[src/hw/eprr_pkg.sv]
// shared constants and carriers for the page rights restriction leaf
package eprr_pkg;
  // =====================================
  // register byte offsets
  localparam logic [7:0] OFS_CTRL = 8'h00;
  localparam logic [7:0] OFS_LEAF = 8'h04;
  localparam logic [7:0] OFS_DPTR_LO = 8'h08;
  localparam logic [7:0] OFS_DPTR_HI = 8'h0c;
  localparam logic [7:0] OFS_TPTR_LO = 8'h10;
  localparam logic [7:0] OFS_TPTR_HI = 8'h14;
  localparam logic [7:0] OFS_LIMIT = 8'h18;
  localparam logic [7:0] OFS_STATUS = 8'h1c;
  localparam logic [7:0] OFS_FLAGS = 8'h20;
  localparam logic [7:0] OFS_RESULT = 8'h24;
  localparam logic [7:0] OFS_MAP_IDX = 8'h28;
  localparam logic [7:0] OFS_MAP_DATA = 8'h2c;
  localparam logic [7:0] OFS_ENCL = 8'h30;
  localparam logic [7:0] OFS_FADDR_LO = 8'h34;
  localparam logic [7:0] OFS_FADDR_HI = 8'h38;
  localparam logic [7:0] OFS_DESC = 8'h40;
  // =====================================
  // field positions and codes
  localparam int CTRL_GO = 0;
  localparam int CTRL_PROT = 1;
  localparam int CTRL_LONG = 2;
  localparam int CTRL_CPL = 4;
  localparam int ENCL_INIT = 0;
  localparam int ENCL_DRD = 1;
  localparam int ENCL_TRW = 2;
  localparam logic [7:0] LEAF_RESTRICT = 8'h0e;
  localparam logic [1:0] FK_NONE = 2'h0;
  localparam logic [1:0] FK_GP = 2'h1;
  localparam logic [1:0] FK_PF = 2'h2;
  localparam logic [1:0] RESP_OK = 2'h0;
  localparam logic [1:0] RESP_SLVERR = 2'h2;
  localparam logic [31:0] RST_WORD = 32'h0000_0000;
  localparam logic [31:0] RST_ENCL = 32'h0000_0006;
  localparam int DESC_WORDS = 16;
  localparam logic [4:0] COPY_LAST = 5'h0f;
  localparam logic [5:0] DESC_ALIGN_MASK = 6'h3f;
  localparam logic [11:0] PAGE_ALIGN_MASK = 12'hfff;
  localparam int PAGE_SHIFT = 12;
  // =====================================
  // carriers
  typedef struct packed {
    logic valid;
    logic [7:0] ptype;
    logic [1:0] spare;
    logic pr;
    logic modified;
    logic pending;
    logic [2:0] access_right_bits;
  } eprr_entry_t;
  typedef struct packed {
    logic sf;
    logic zf;
    logic af;
    logic pf;
    logic of;
    logic cf;
  } eprr_flags_t;
  typedef enum {ST_IDLE, ST_CHECK, ST_COPY, ST_EVAL} eprr_state_t;
endpackage

[src/hw/eprr_restrict.sv]
// page rights restriction leaf with axi4-lite register access
// =====================================
// How it works
// leaf runs when go is issued with selector 0eh
// descriptor rwx bits act only as a narrowing mask
// privilege level other than zero is refused with a protection fault
// descriptor pointer off a 64-byte boundary gives protection fault, code zero
// target pointer off a 4-kilobyte boundary gives protection fault, code zero
// target outside the page cache region gives a page fault
// nonzero reserved fields or read-clear-write-set mask give protection fault
// first-generation or other second-generation access gives protection fault
// invalid map entry gives a page fault on the target
// second-generation holder gives zero flag, conflict code, no update
// pending or modified page gives zero flag, not-modifiable code
// page type other than regular gives a page fault
// owning enclave not initialized gives protection fault
// success sets restriction pending then ands rights with mask
// every end clears cf pf af of sf; success clears zf, result zero
// page held exclusively while the leaf runs; o_hold is raised only in the copy and eval states, not in the check cycle
// protected mode address beyond segment limit gives protection fault
// non-canonical address in 64-bit mode gives protection fault
// operand locked by another agent gives protection fault
// full 512-bit descriptor copied to scratch before any field is read
// descriptor readable outside enclave, target read-write inside, else fault
// checks run in order, first failure wins, faults leave map intact
`timescale 1ns/100ps
module eprr_restrict import eprr_pkg::*; #(
  parameter int PAGES = 16,
  parameter logic [63:0] EPC_BASE = 64'h0,
  parameter logic [7:0] REG_TYPE = 8'h01,
  parameter logic [31:0] CONFLICT_CODE = 32'h0000_0001,
  parameter logic [31:0] NOTMOD_CODE = 32'h0000_0002
) (
  input wire logic i_clk,
  input wire logic i_rst,
  input wire logic [7:0] i_awaddr,
  input wire logic i_awvalid,
  output logic o_awready,
  input wire logic [31:0] i_wdata,
  input wire logic [3:0] i_wstrb,
  input wire logic i_wvalid,
  output logic o_wready,
  output logic [1:0] o_bresp,
  output logic o_bvalid,
  input wire logic i_bready,
  input wire logic [7:0] i_araddr,
  input wire logic i_arvalid,
  output logic o_arready,
  output logic [31:0] o_rdata,
  output logic [1:0] o_rresp,
  output logic o_rvalid,
  input wire logic i_rready,
  input wire logic i_gen1_access,
  input wire logic i_gen2_access,
  input wire logic i_gen2_hold,
  input wire logic i_op_locked,
  output logic o_busy,
  output logic o_hold,
  output logic [$clog2(PAGES)-1:0] o_hold_page
);
  localparam int IW = $clog2(PAGES);

  function automatic logic [31:0] merge(input logic [31:0] old, input logic [31:0] nw,
                                        input logic [3:0] be);
    logic [31:0] m;
    m = old;
    for (int b = 0; b < 4; b++) begin
      if (be[b]) begin
        m[b*8 +: 8] = nw[b*8 +: 8];
      end
    end
    return m;
  endfunction

  function automatic logic noncanon(input logic [63:0] a);
    return !((&a[63:47]) || !(|a[63:47]));
  endfunction

  // =====================================
  // synchronisers for outside agents
  logic [3:0] pin_s1_r, pin_s2_r;
  always_ff @(posedge i_clk or posedge i_rst) begin
    if (i_rst) begin
      pin_s1_r <= 4'h0;
      pin_s2_r <= 4'h0;
    end else begin
      pin_s1_r <= {i_op_locked, i_gen2_hold, i_gen2_access, i_gen1_access};
      pin_s2_r <= pin_s1_r;
    end
  end
  wire gen1_s = pin_s2_r[0];
  wire gen2_s = pin_s2_r[1];
  wire hold_s = pin_s2_r[2];
  wire lock_s = pin_s2_r[3];

  // =====================================
  // axi4-lite handshake
  eprr_state_t st_r;
  logic wr_go;
  logic [7:0] rd_addr;
  assign wr_go = i_awvalid && i_wvalid && !o_bvalid;
  assign o_awready = wr_go;
  assign o_wready = wr_go;
  assign o_arready = !o_rvalid;

  // =====================================
  // software registers
  logic [31:0] ctrl_r, leaf_r, limit_r, encl_r, idx_r;
  logic [63:0] dptr_r, tptr_r;
  logic [31:0] stage_r [DESC_WORDS];
  logic go_pulse;
  wire idle = (st_r == ST_IDLE);
  wire wdesc = i_awaddr >= OFS_DESC;
  wire [3:0] wslot = i_awaddr[5:2];
  always_ff @(posedge i_clk or posedge i_rst) begin
    if (i_rst) begin
      ctrl_r <= RST_WORD;
      leaf_r <= RST_WORD;
      limit_r <= RST_WORD;
      encl_r <= RST_ENCL;
      idx_r <= RST_WORD;
      dptr_r <= {RST_WORD, RST_WORD};
      tptr_r <= {RST_WORD, RST_WORD};
      go_pulse <= 1'b0;
      for (int i = 0; i < DESC_WORDS; i++) begin
        stage_r[i] <= RST_WORD;
      end
    end else begin
      go_pulse <= 1'b0;
      // operands are frozen while the leaf runs
      if (wr_go && idle) begin
        case (i_awaddr)
          OFS_CTRL: begin
            ctrl_r <= merge(ctrl_r, i_wdata, i_wstrb);
            go_pulse <= i_wstrb[0] && i_wdata[CTRL_GO];
          end
          OFS_LEAF: leaf_r <= merge(leaf_r, i_wdata, i_wstrb);
          OFS_DPTR_LO: dptr_r[31:0] <= merge(dptr_r[31:0], i_wdata, i_wstrb);
          OFS_DPTR_HI: dptr_r[63:32] <= merge(dptr_r[63:32], i_wdata, i_wstrb);
          OFS_TPTR_LO: tptr_r[31:0] <= merge(tptr_r[31:0], i_wdata, i_wstrb);
          OFS_TPTR_HI: tptr_r[63:32] <= merge(tptr_r[63:32], i_wdata, i_wstrb);
          OFS_LIMIT: limit_r <= merge(limit_r, i_wdata, i_wstrb);
          OFS_ENCL: encl_r <= merge(encl_r, i_wdata, i_wstrb);
          OFS_MAP_IDX: idx_r <= merge(idx_r, i_wdata, i_wstrb);
          default: begin
            if (wdesc) begin
              stage_r[wslot] <= merge(stage_r[wslot], i_wdata, i_wstrb);
            end
          end
        endcase
      end
    end
  end

  // =====================================
  // first-stage checks, in order
  logic [1:0] fk_nxt;
  logic [63:0] fa_nxt;
  wire [63:0] toff = tptr_r - EPC_BASE;
  wire in_epc = (tptr_r >= EPC_BASE) && (toff[63:PAGE_SHIFT] < 52'(PAGES));
  wire [IW-1:0] pidx = toff[PAGE_SHIFT +: IW];
  wire lim_bad = ctrl_r[CTRL_PROT] && !ctrl_r[CTRL_LONG] &&
                 (dptr_r[31:0] > limit_r || tptr_r[31:0] > limit_r);
  always_comb begin
    fk_nxt = FK_NONE;
    fa_nxt = 64'h0;
    // only the restrict selector runs
    if (leaf_r[7:0] != LEAF_RESTRICT) fk_nxt = FK_GP;
    // ring zero only
    else if (ctrl_r[CTRL_CPL +: 2] != 2'h0) fk_nxt = FK_GP;
    // canonical pointers
    else if (ctrl_r[CTRL_LONG] && (noncanon(dptr_r) || noncanon(tptr_r))) fk_nxt = FK_GP;
    // segment limit
    else if (lim_bad) fk_nxt = FK_GP;
    // locked operand
    else if (lock_s) fk_nxt = FK_GP;
    // descriptor alignment
    else if ((dptr_r[5:0] & DESC_ALIGN_MASK) != 6'h0) fk_nxt = FK_GP;
    // page alignment
    else if ((tptr_r[11:0] & PAGE_ALIGN_MASK) != 12'h0) fk_nxt = FK_GP;
    // target in page cache
    else if (!in_epc) begin
      fk_nxt = FK_PF;
      fa_nxt = tptr_r;
    end
    // access terms
    else if (!encl_r[ENCL_DRD]) begin
      fk_nxt = FK_PF;
      fa_nxt = dptr_r;
    end else if (!encl_r[ENCL_TRW]) begin
      fk_nxt = FK_PF;
      fa_nxt = tptr_r;
    end
  end

  // =====================================
  // leaf sequencer and results
  logic [4:0] cnt_r;
  logic [511:0] scratch_r;
  logic [IW-1:0] page_r;
  logic [1:0] fault_r;
  logic [63:0] faddr_r;
  logic [31:0] result_r;
  eprr_flags_t flags_r;
  logic done_r;
  eprr_entry_t map_r [PAGES];
  eprr_entry_t ent;
  assign ent = map_r[page_r];
  wire [2:0] mask = scratch_r[2:0];
  wire rsvd_bad = (scratch_r[511:16] != 496'h0) || (scratch_r[7:3] != 5'h0);
  wire upd = (st_r == ST_EVAL) && !rsvd_bad && !(!mask[0] && mask[1]) && !gen1_s &&
             !gen2_s && ent.valid && !hold_s && !ent.pending && !ent.modified &&
             ent.ptype == REG_TYPE && encl_r[ENCL_INIT];

  always_ff @(posedge i_clk or posedge i_rst) begin
    if (i_rst) begin
      st_r <= ST_IDLE;
      cnt_r <= 5'h0;
      scratch_r <= 512'h0;
      page_r <= '0;
      fault_r <= FK_NONE;
      faddr_r <= 64'h0;
      result_r <= RST_WORD;
      flags_r <= '0;
      done_r <= 1'b0;
    end else begin
      case (st_r)
        ST_IDLE: begin
          if (go_pulse) begin
            st_r <= ST_CHECK;
            done_r <= 1'b0;
          end
        end
        ST_CHECK: begin
          page_r <= pidx;
          cnt_r <= 5'h0;
          fault_r <= fk_nxt;
          faddr_r <= fa_nxt;
          // arithmetic flags cleared on every end
          flags_r <= '0;
          if (fk_nxt != FK_NONE) begin
            st_r <= ST_IDLE;
            done_r <= 1'b1;
          end else begin
            st_r <= ST_COPY;
          end
        end
        ST_COPY: begin
          // whole descriptor into scratch first
          scratch_r[cnt_r[3:0]*32 +: 32] <= stage_r[cnt_r[3:0]];
          cnt_r <= cnt_r + 5'h1;
          if (cnt_r == COPY_LAST) st_r <= ST_EVAL;
        end
        ST_EVAL: begin
          st_r <= ST_IDLE;
          done_r <= 1'b1;
          // first failing check decides
          // reserved fields and mask shape
          if (rsvd_bad || (!mask[0] && mask[1])) fault_r <= FK_GP;
          // other leaves on the page
          else if (gen1_s || gen2_s) fault_r <= FK_GP;
          // entry must be valid
          else if (!ent.valid) begin
            fault_r <= FK_PF;
            faddr_r <= tptr_r;
          end
          // page conflict
          else if (hold_s) begin
            flags_r.zf <= 1'b1;
            result_r <= CONFLICT_CODE;
          end
          // not modifiable
          else if (ent.pending || ent.modified) begin
            flags_r.zf <= 1'b1;
            result_r <= NOTMOD_CODE;
          end
          // regular pages only
          else if (ent.ptype != REG_TYPE) begin
            fault_r <= FK_PF;
            faddr_r <= tptr_r;
          end
          // enclave must be initialized
          else if (!encl_r[ENCL_INIT]) fault_r <= FK_GP;
          else begin
            // success clears zf and result
            flags_r.zf <= 1'b0;
            result_r <= 32'h0;
          end
        end
        default: st_r <= ST_IDLE;
      endcase
    end
  end

  // =====================================
  // page map store
  wire mapw = wr_go && idle && i_awaddr == OFS_MAP_DATA;
  wire [31:0] map_mrg = merge(32'(map_r[idx_r[IW-1:0]]), i_wdata, i_wstrb);
  always_ff @(posedge i_clk or posedge i_rst) begin
    if (i_rst) begin
      for (int i = 0; i < PAGES; i++) begin
        map_r[i] <= '0;
      end
    end else if (upd) begin
      // restriction pending bit pr set, rights narrowed
      // mask can only clear rights
      map_r[page_r].pr <= 1'b1;
      map_r[page_r].access_right_bits <= map_r[page_r].access_right_bits & mask;
    end else if (mapw) begin
      map_r[idx_r[IW-1:0]] <= eprr_entry_t'(map_mrg[$bits(eprr_entry_t)-1:0]);
    end
  end

  // exclusive hold while the leaf owns the page
  assign o_busy = !idle;
  assign o_hold = (st_r == ST_COPY) || (st_r == ST_EVAL);
  assign o_hold_page = page_r;

  // =====================================
  // axi responses
  logic [31:0] rd_val;
  logic rd_ok;
  assign rd_addr = i_araddr;
  always_comb begin
    rd_ok = 1'b1;
    rd_val = 32'h0;
    case (rd_addr)
      OFS_CTRL: rd_val = ctrl_r & ~32'h1;
      OFS_LEAF: rd_val = leaf_r;
      OFS_DPTR_LO: rd_val = dptr_r[31:0];
      OFS_DPTR_HI: rd_val = dptr_r[63:32];
      OFS_TPTR_LO: rd_val = tptr_r[31:0];
      OFS_TPTR_HI: rd_val = tptr_r[63:32];
      OFS_LIMIT: rd_val = limit_r;
      OFS_STATUS: rd_val = {28'h0, fault_r, done_r, !idle};
      OFS_FLAGS: rd_val = {24'h0, flags_r.sf, flags_r.zf, 1'b0, flags_r.af,
                           1'b0, flags_r.pf, 1'b0, flags_r.cf} | {20'h0, flags_r.of, 11'h0};
      OFS_RESULT: rd_val = result_r;
      OFS_MAP_IDX: rd_val = idx_r;
      OFS_MAP_DATA: rd_val = 32'(map_r[idx_r[IW-1:0]]);
      OFS_ENCL: rd_val = encl_r;
      OFS_FADDR_LO: rd_val = faddr_r[31:0];
      OFS_FADDR_HI: rd_val = faddr_r[63:32];
      default: begin
        rd_ok = rd_addr >= OFS_DESC;
        rd_val = rd_ok ? stage_r[rd_addr[5:2]] : 32'h0;
      end
    endcase
  end
  wire wr_ok = (i_awaddr <= OFS_ENCL) && i_awaddr != OFS_STATUS &&
               i_awaddr != OFS_FLAGS && i_awaddr != OFS_RESULT || wdesc;
  always_ff @(posedge i_clk or posedge i_rst) begin
    if (i_rst) begin
      o_bvalid <= 1'b0;
      o_bresp <= RESP_OK;
      o_rvalid <= 1'b0;
      o_rresp <= RESP_OK;
      o_rdata <= 32'h0;
    end else begin
      if (wr_go) begin
        o_bvalid <= 1'b1;
        o_bresp <= (wr_ok && i_awaddr[1:0] == 2'h0) ? RESP_OK : RESP_SLVERR;
      end else if (i_bready) begin
        o_bvalid <= 1'b0;
      end
      if (i_arvalid && o_arready) begin
        o_rvalid <= 1'b1;
        o_rdata <= rd_val;
        o_rresp <= (rd_ok && rd_addr[1:0] == 2'h0) ? RESP_OK : RESP_SLVERR;
      end else if (i_rready) begin
        o_rvalid <= 1'b0;
      end
    end
  end
endmodule

[config.mk]
export PLATFORM = sky130hd
export DESIGN_NAME = eprr_restrict
export DESIGN_NICKNAME = d
export VERILOG_FILES = /design/src/hw/eprr_pkg.sv /design/src/hw/eprr_restrict.sv
export SDC_FILE = /design/constraint.sdc
export NUM_CORES = 2
export LEC_CHECK = 0
export BUFFER_PORTS_ARGS = -buffer_cell sky130_fd_sc_hd__buf_2
export CORE_MARGIN = 5
export CORE_UTILIZATION = 51
export CTS_BUF_LIST = sky130_fd_sc_hd__clkbuf_16
export DETAILED_ROUTE_END_ITERATION = 7
export PLACE_DENSITY = 0.69
export SLEW_MARGIN = 20
export SYNTH_ARGS = -nofsm -noshare
export SYNTH_HDL_FRONTEND = slang
export SYNTH_SLANG_ARGS = --single-unit
export TNS_END_PERCENT = 5
[constraint.sdc]
create_clock -name i_clk -period 60 [get_ports i_clk]
set_clock_uncertainty 0.2 [all_clocks]
set_input_delay 12 -clock i_clk [delete_from_list [all_inputs] [get_ports i_clk]]
set_output_delay 12 -clock i_clk [all_outputs]
set_load 0.1 [all_outputs]
Word-level counts from Yosys, hierarchy flattened. Index checks and enable logic that the tools add are counted.

Add/subtract/negate cells: 2. Order comparisons: 15. Eq/ne operators: 50. Shift operators: 2. Multiplexer cells: 115. Bitwise operators: 9. Reduce and logical (&&, ||, !) cells: 123.

Operators by type and width (number): 512-bit bitwise mux (2); 64-bit two-way mux (16); 272-bit bitwise mux (3); 272-bit two-way mux (2); 32-bit by 34-bit variable shift with 512-bit output (first input constant) (1); 32-bit by 34-bit variable part select with 512-bit output (1); 496-bit nonzero test (1); 32-bit case mux with 15 select lines (1); 32-bit two-way mux (14); 32-bit binary-select mux with 4-bit select (3); 17-bit demux with 4-bit select (3); 8-bit two-way mux (18); 17-bit binary-select mux with 4-bit select (2); 32-bit demux with 4-bit select (1); 64-bit case mux with 2 select lines (1); 3-bit AND reduction (38); 32-bit case mux with 3 select lines (1); 17-bit two-way mux (5); 8-bit by 6-bit == test with 1-bit output (second input constant) (10); 32-bit by 2-bit == test with 1-bit output (second input constant) (2); 32-bit by 3-bit == test with 1-bit output (second input constant) (2); 64-bit by 1-bit >= comparator with 1-bit output (second input constant) (1); 32-bit > comparator (2); 32-bit logical NOT (2); 50 further kinds (184).

Flip-flop bits (word level): 1772. Bits of input ports: 63. Output and inout bits: 47. Logic and storage cells: 497.

Longest topological paths before layout.
Word-level depth: 14. Mapped depth: 15. Mapped depth without buffers: 10.

Least setup slack after synthesis. No wires, ideal clock.

Path type: in2out. Start: in i_awvalid. End: out o_wready. Data arrival time: 13.169 ns. Required time: 47.800 ns. Slack: 34.631 ns. Stages: 3. Path buffers: 1. Cell sequence: nand3_1 inv_1 buf_4.

Word-level cells in the longest chain between the ends: 2.

Ends and longest elaborated chain: start: declaration (line eprr_restrict.sv:37) `input wire logic i_awvalid,`; 1-bit logical AND (2 in a row) (line eprr_restrict.sv:101) `assign wr_go = i_awvalid && i_wvalid && !o_bvalid;`; end: declaration (line eprr_restrict.sv:42) `output logic o_wready,`.

No other way between the ends.

Worst setup path after layout. Ends and elaborated chain as after synthesis.

==> impl_metrics.csv <==
group,metric,value,unit
status,status,"finished clean",
timing,relSlewSlack,18.2,%
final_layout,mostFrequentLayoutCells,"dfrtp_1 (1692), o21ai_0 (922), nand2_1 (867), mux4_2 (580), nor2_1 (567)",
clock_network,cts_hold_buf,0,
detailed_routing,wl_per_cell,27.9,µm
job,drv_cap,0,
worst_setup_path,required,47.80,ns
synthesis,synth_edf_count,0,
timing,setup_viol,0,
synthesis,ys_seq_elements,1701,
worst_hold_path,hold_end,"pin_s2_r[2]$_DFF_PP0_",
detailed_routing,avgViaCountPerCell,6.69,
worst_hold_path,hold_class,"reg -> reg",
worst_setup_path,worstReg2RegStart,"cnt_r[0]$_DFFE_PP0P_",
grt,grt_use_met1,40.7,%
grt,use_met3,8.09,%
grt,grt_overflow,0,
timing,fin_crit,25.01,ns
final_layout,drive_above_1_share,21.3,%
placed_design,port_buffers,107,
synthesis,syn_area,84400,µm²
floorplan,coreArea,165000,µm²
synthesis,async_flop_share,100,%
clock_network,cts_tree,"yes",
worst_setup_path,r2r_end,"scratch_r[142]$_DFFE_PP0P_",
floorplan,die_h,417,µm
floorplan,initial_utilization,51.2,%
floorplan,die-area,174000,µm²
synthesis,synth-seq-area-share,50.4,%
final_layout,final_common_cell,"dfrtp_1",
worst_setup_path,crit_arrival,12.81,ns
synthesis,synthSimpleGateAreaFrac,10.9,%
detailed_routing,ant_nets,0,
detailed_routing,routed_wl,268000,µm
clock_network,cts_buffer_depth,3,
grt,top_usage_layer,"met2",
synthesis,ys_warn_count,0,
grt,grt_max_degree,172,
clock_network,clock-sinks,1701,
floorplan,die_w,417,µm
synthesis,syn_avg_cell_area,11.3,µm²
grt,use_met2,45.7,%
synthesis,synth-compound-area-share,12.4,%
worst_setup_path,ff2ff_setup_slack,54.60,ns
timing,hold_violations,0,
clock_network,post_cts_resized,0,
pwr,powerDensity,31.6,nW/µm²
synthesis,synth_xor_xnor_area_share,0,%
floorplan,num_rows,149,
pwr,ir_drop,0.0000286,V
worst_hold_path,hold_depth,0,
grt,antenna_found_initial,16,
pwr,power,2.92,mW
grt,grt_pass1_wl,404000,µm
grt,grt_usage,30.6,%
clock_network,clk_latency,0.88,ns
detailed_routing,drc,0,
final_layout,nNetsFinal,7402,
synthesis,synthAdderAreaFrac,1.07,%
floorplan,io_pins,110,
timing,post-route-period-util,41.7,%
timing,worst_slew_pin_slew,1.22,ns
worst_setup_path,endpoint_kind,"output pin",
placed_design,gp_congestion,0.948,
synthesis,ys_types,80,
placed_design,hpwl,170000,µm
worst_setup_path,worstSetupStartpointType,"primary input",
worst_setup_path,worstSetupPathType,"in -> out",
detailed_routing,dr_total_vias,64242,
timing,holdWs,0.140,ns
clock_network,ctsRootBufferMaster,"clkbuf_16",
synthesis,netlist_instances,7466,
worst_setup_path,worstPathMaxFanout,5,
detailed_routing,drt_iter0_markers,8189,
worst_hold_path,hp-start,"pin_s1_r[2]$_DFF_PP0_",
timing,slew_violations,0,
timing,setup_tns,0,ns
clock_network,htree_levels,4,
worst_setup_path,worst_r2r_path_depth,8,
clock_network,numCtsBuffers,176,
final_layout,nFillCells,13641,
synthesis,synthMuxAreaShare,21.9,%
timing,max_freq,0.0400,GHz
clock_network,post-cts-setup-buffers,0,
final_layout,syn2layout_area_growth,9.49,%
synthesis,synthFlopType,"dfrtp_1",
synthesis,synth_top_family_by_area,"multiplexers",
timing,rsz0062_at_grt,"false",
clock_network,clkTransAtPathRegs,0.06,ns
pwr,leakagePower,39.7,nW
detailed_routing,dr.pass1.iters,6,
grt,grt_pass1_vias,63246,
## synth_stat cells (all sizes together), types with 18 or more instances
cell,number,share of area [%]
a21oi,521,3.1
a221oi,49,0.53
a22o,47,0.49
a22oi,66,0.59
and2,18,0.13
and3,25,0.19
buf,115,0.72
clkbuf,492,2.2
dfrtp,1699,50
ha,72,1.1
inv,63,0.28
mux2,369,4.9
mux2i,114,1.5
mux4,580,15
nand2,883,3.9
nand3,147,0.88
nand4,85,0.63
nor2,589,2.6
nor2b,22,0.16
nor3,30,0.19
nor4,203,1.5
o21a,49,0.44
o21ai,1032,6.1
or2,23,0.19
## sequential cells by signal, summed over array words and instances (netlist names), 2 cells and up
| register | cells |
|---|---|
| cnt_r | 5 |
| ctrl_r | 31 |
| dptr_r | 64 |
| encl_r | 32 |
| faddr_r | 64 |
| fault_r | 2 |
| idx_r | 32 |
| leaf_r | 32 |
| limit_r | 32 |
| map_r | 272 |
| o_hold_page | 4 |
| o_rdata | 32 |
| pin_s1_r | 4 |
| pin_s2_r | 4 |
| result_r | 2 |
| scratch_r | 504 |
| st_r | 2 |
| stage_r | 512 |
| tptr_r | 64 |
## final cells by class
cell class,count,area [µm²],share of cell area (%)
Sequential cell,1701,42600,46.1
Multi-Input combinational cell,5096,39600,42.8
Clock buffer,176,4400,4.77
Tap cell,2189,2740,2.96
Timing Repair Buffer,229,1550,1.67
Clock inverter,152,1290,1.40
Inverter,63,240,0.260
Antenna cell,3,7.51,0.00812
## critical path, stage by stage
cell and delay, ns:
buf_2 0.09, nand3_1 0.16, inv_1 0.12, buf_2 0.43
## routing by layer
metal	vias up	routed length, µm
li1	27178	-
met1	32674	102000
met2	3545	121000
met3	839	28100
met4	6	17300
met5	-	38
## power breakdown
group          switching [mW]  internal, mW  leakage, nW
Sequential              0.104          1.25         22.9
Combinational           0.281         0.198         13.8
Clock                   0.494         0.593         2.91
Total                   0.880          2.04         39.7
## worst max path at each step
stage                     startpoint              endpoint  slack [ns]  cells after the start
after floorplan                i_rst  cnt_r[0]$_DFFE_PP0P_       24.22                      1
after global placement     i_awvalid              o_wready       34.97                      4
after detailed placement   i_awvalid              o_wready       35.00                      4
after CTS                  i_awvalid              o_wready       35.00                      4
after global routing       i_awvalid             o_awready       34.97                      4
final                      i_awvalid              o_wready       34.99                      4
## stage by stage
stage          cells  area [µm²]  utilization [%]  worst slack, ns
6_report        9609       92400             56.1            34.99
5_1_grt         9609       92400             56.1            34.97
4_1_cts         9606       92300             56.0            35.00
3_5_place_dp    9278       86600             52.5            35.00
3_3_place_gp    9278       86500             52.5            34.97
2_1_floorplan   7467       84400                -            24.22
## logic make-up after synthesis
logic type | count (synthesis)
AO/OA/AOI/OAI | 1881
AND/OR/NAND/NOR | 2078
multiplexers | 1063
flip-flops | 1701
buffers and inverters | 670
other | 1
adder cells (fa/ha/maj) | 72
Note: power is estimated with default switching activity, not from simulation.
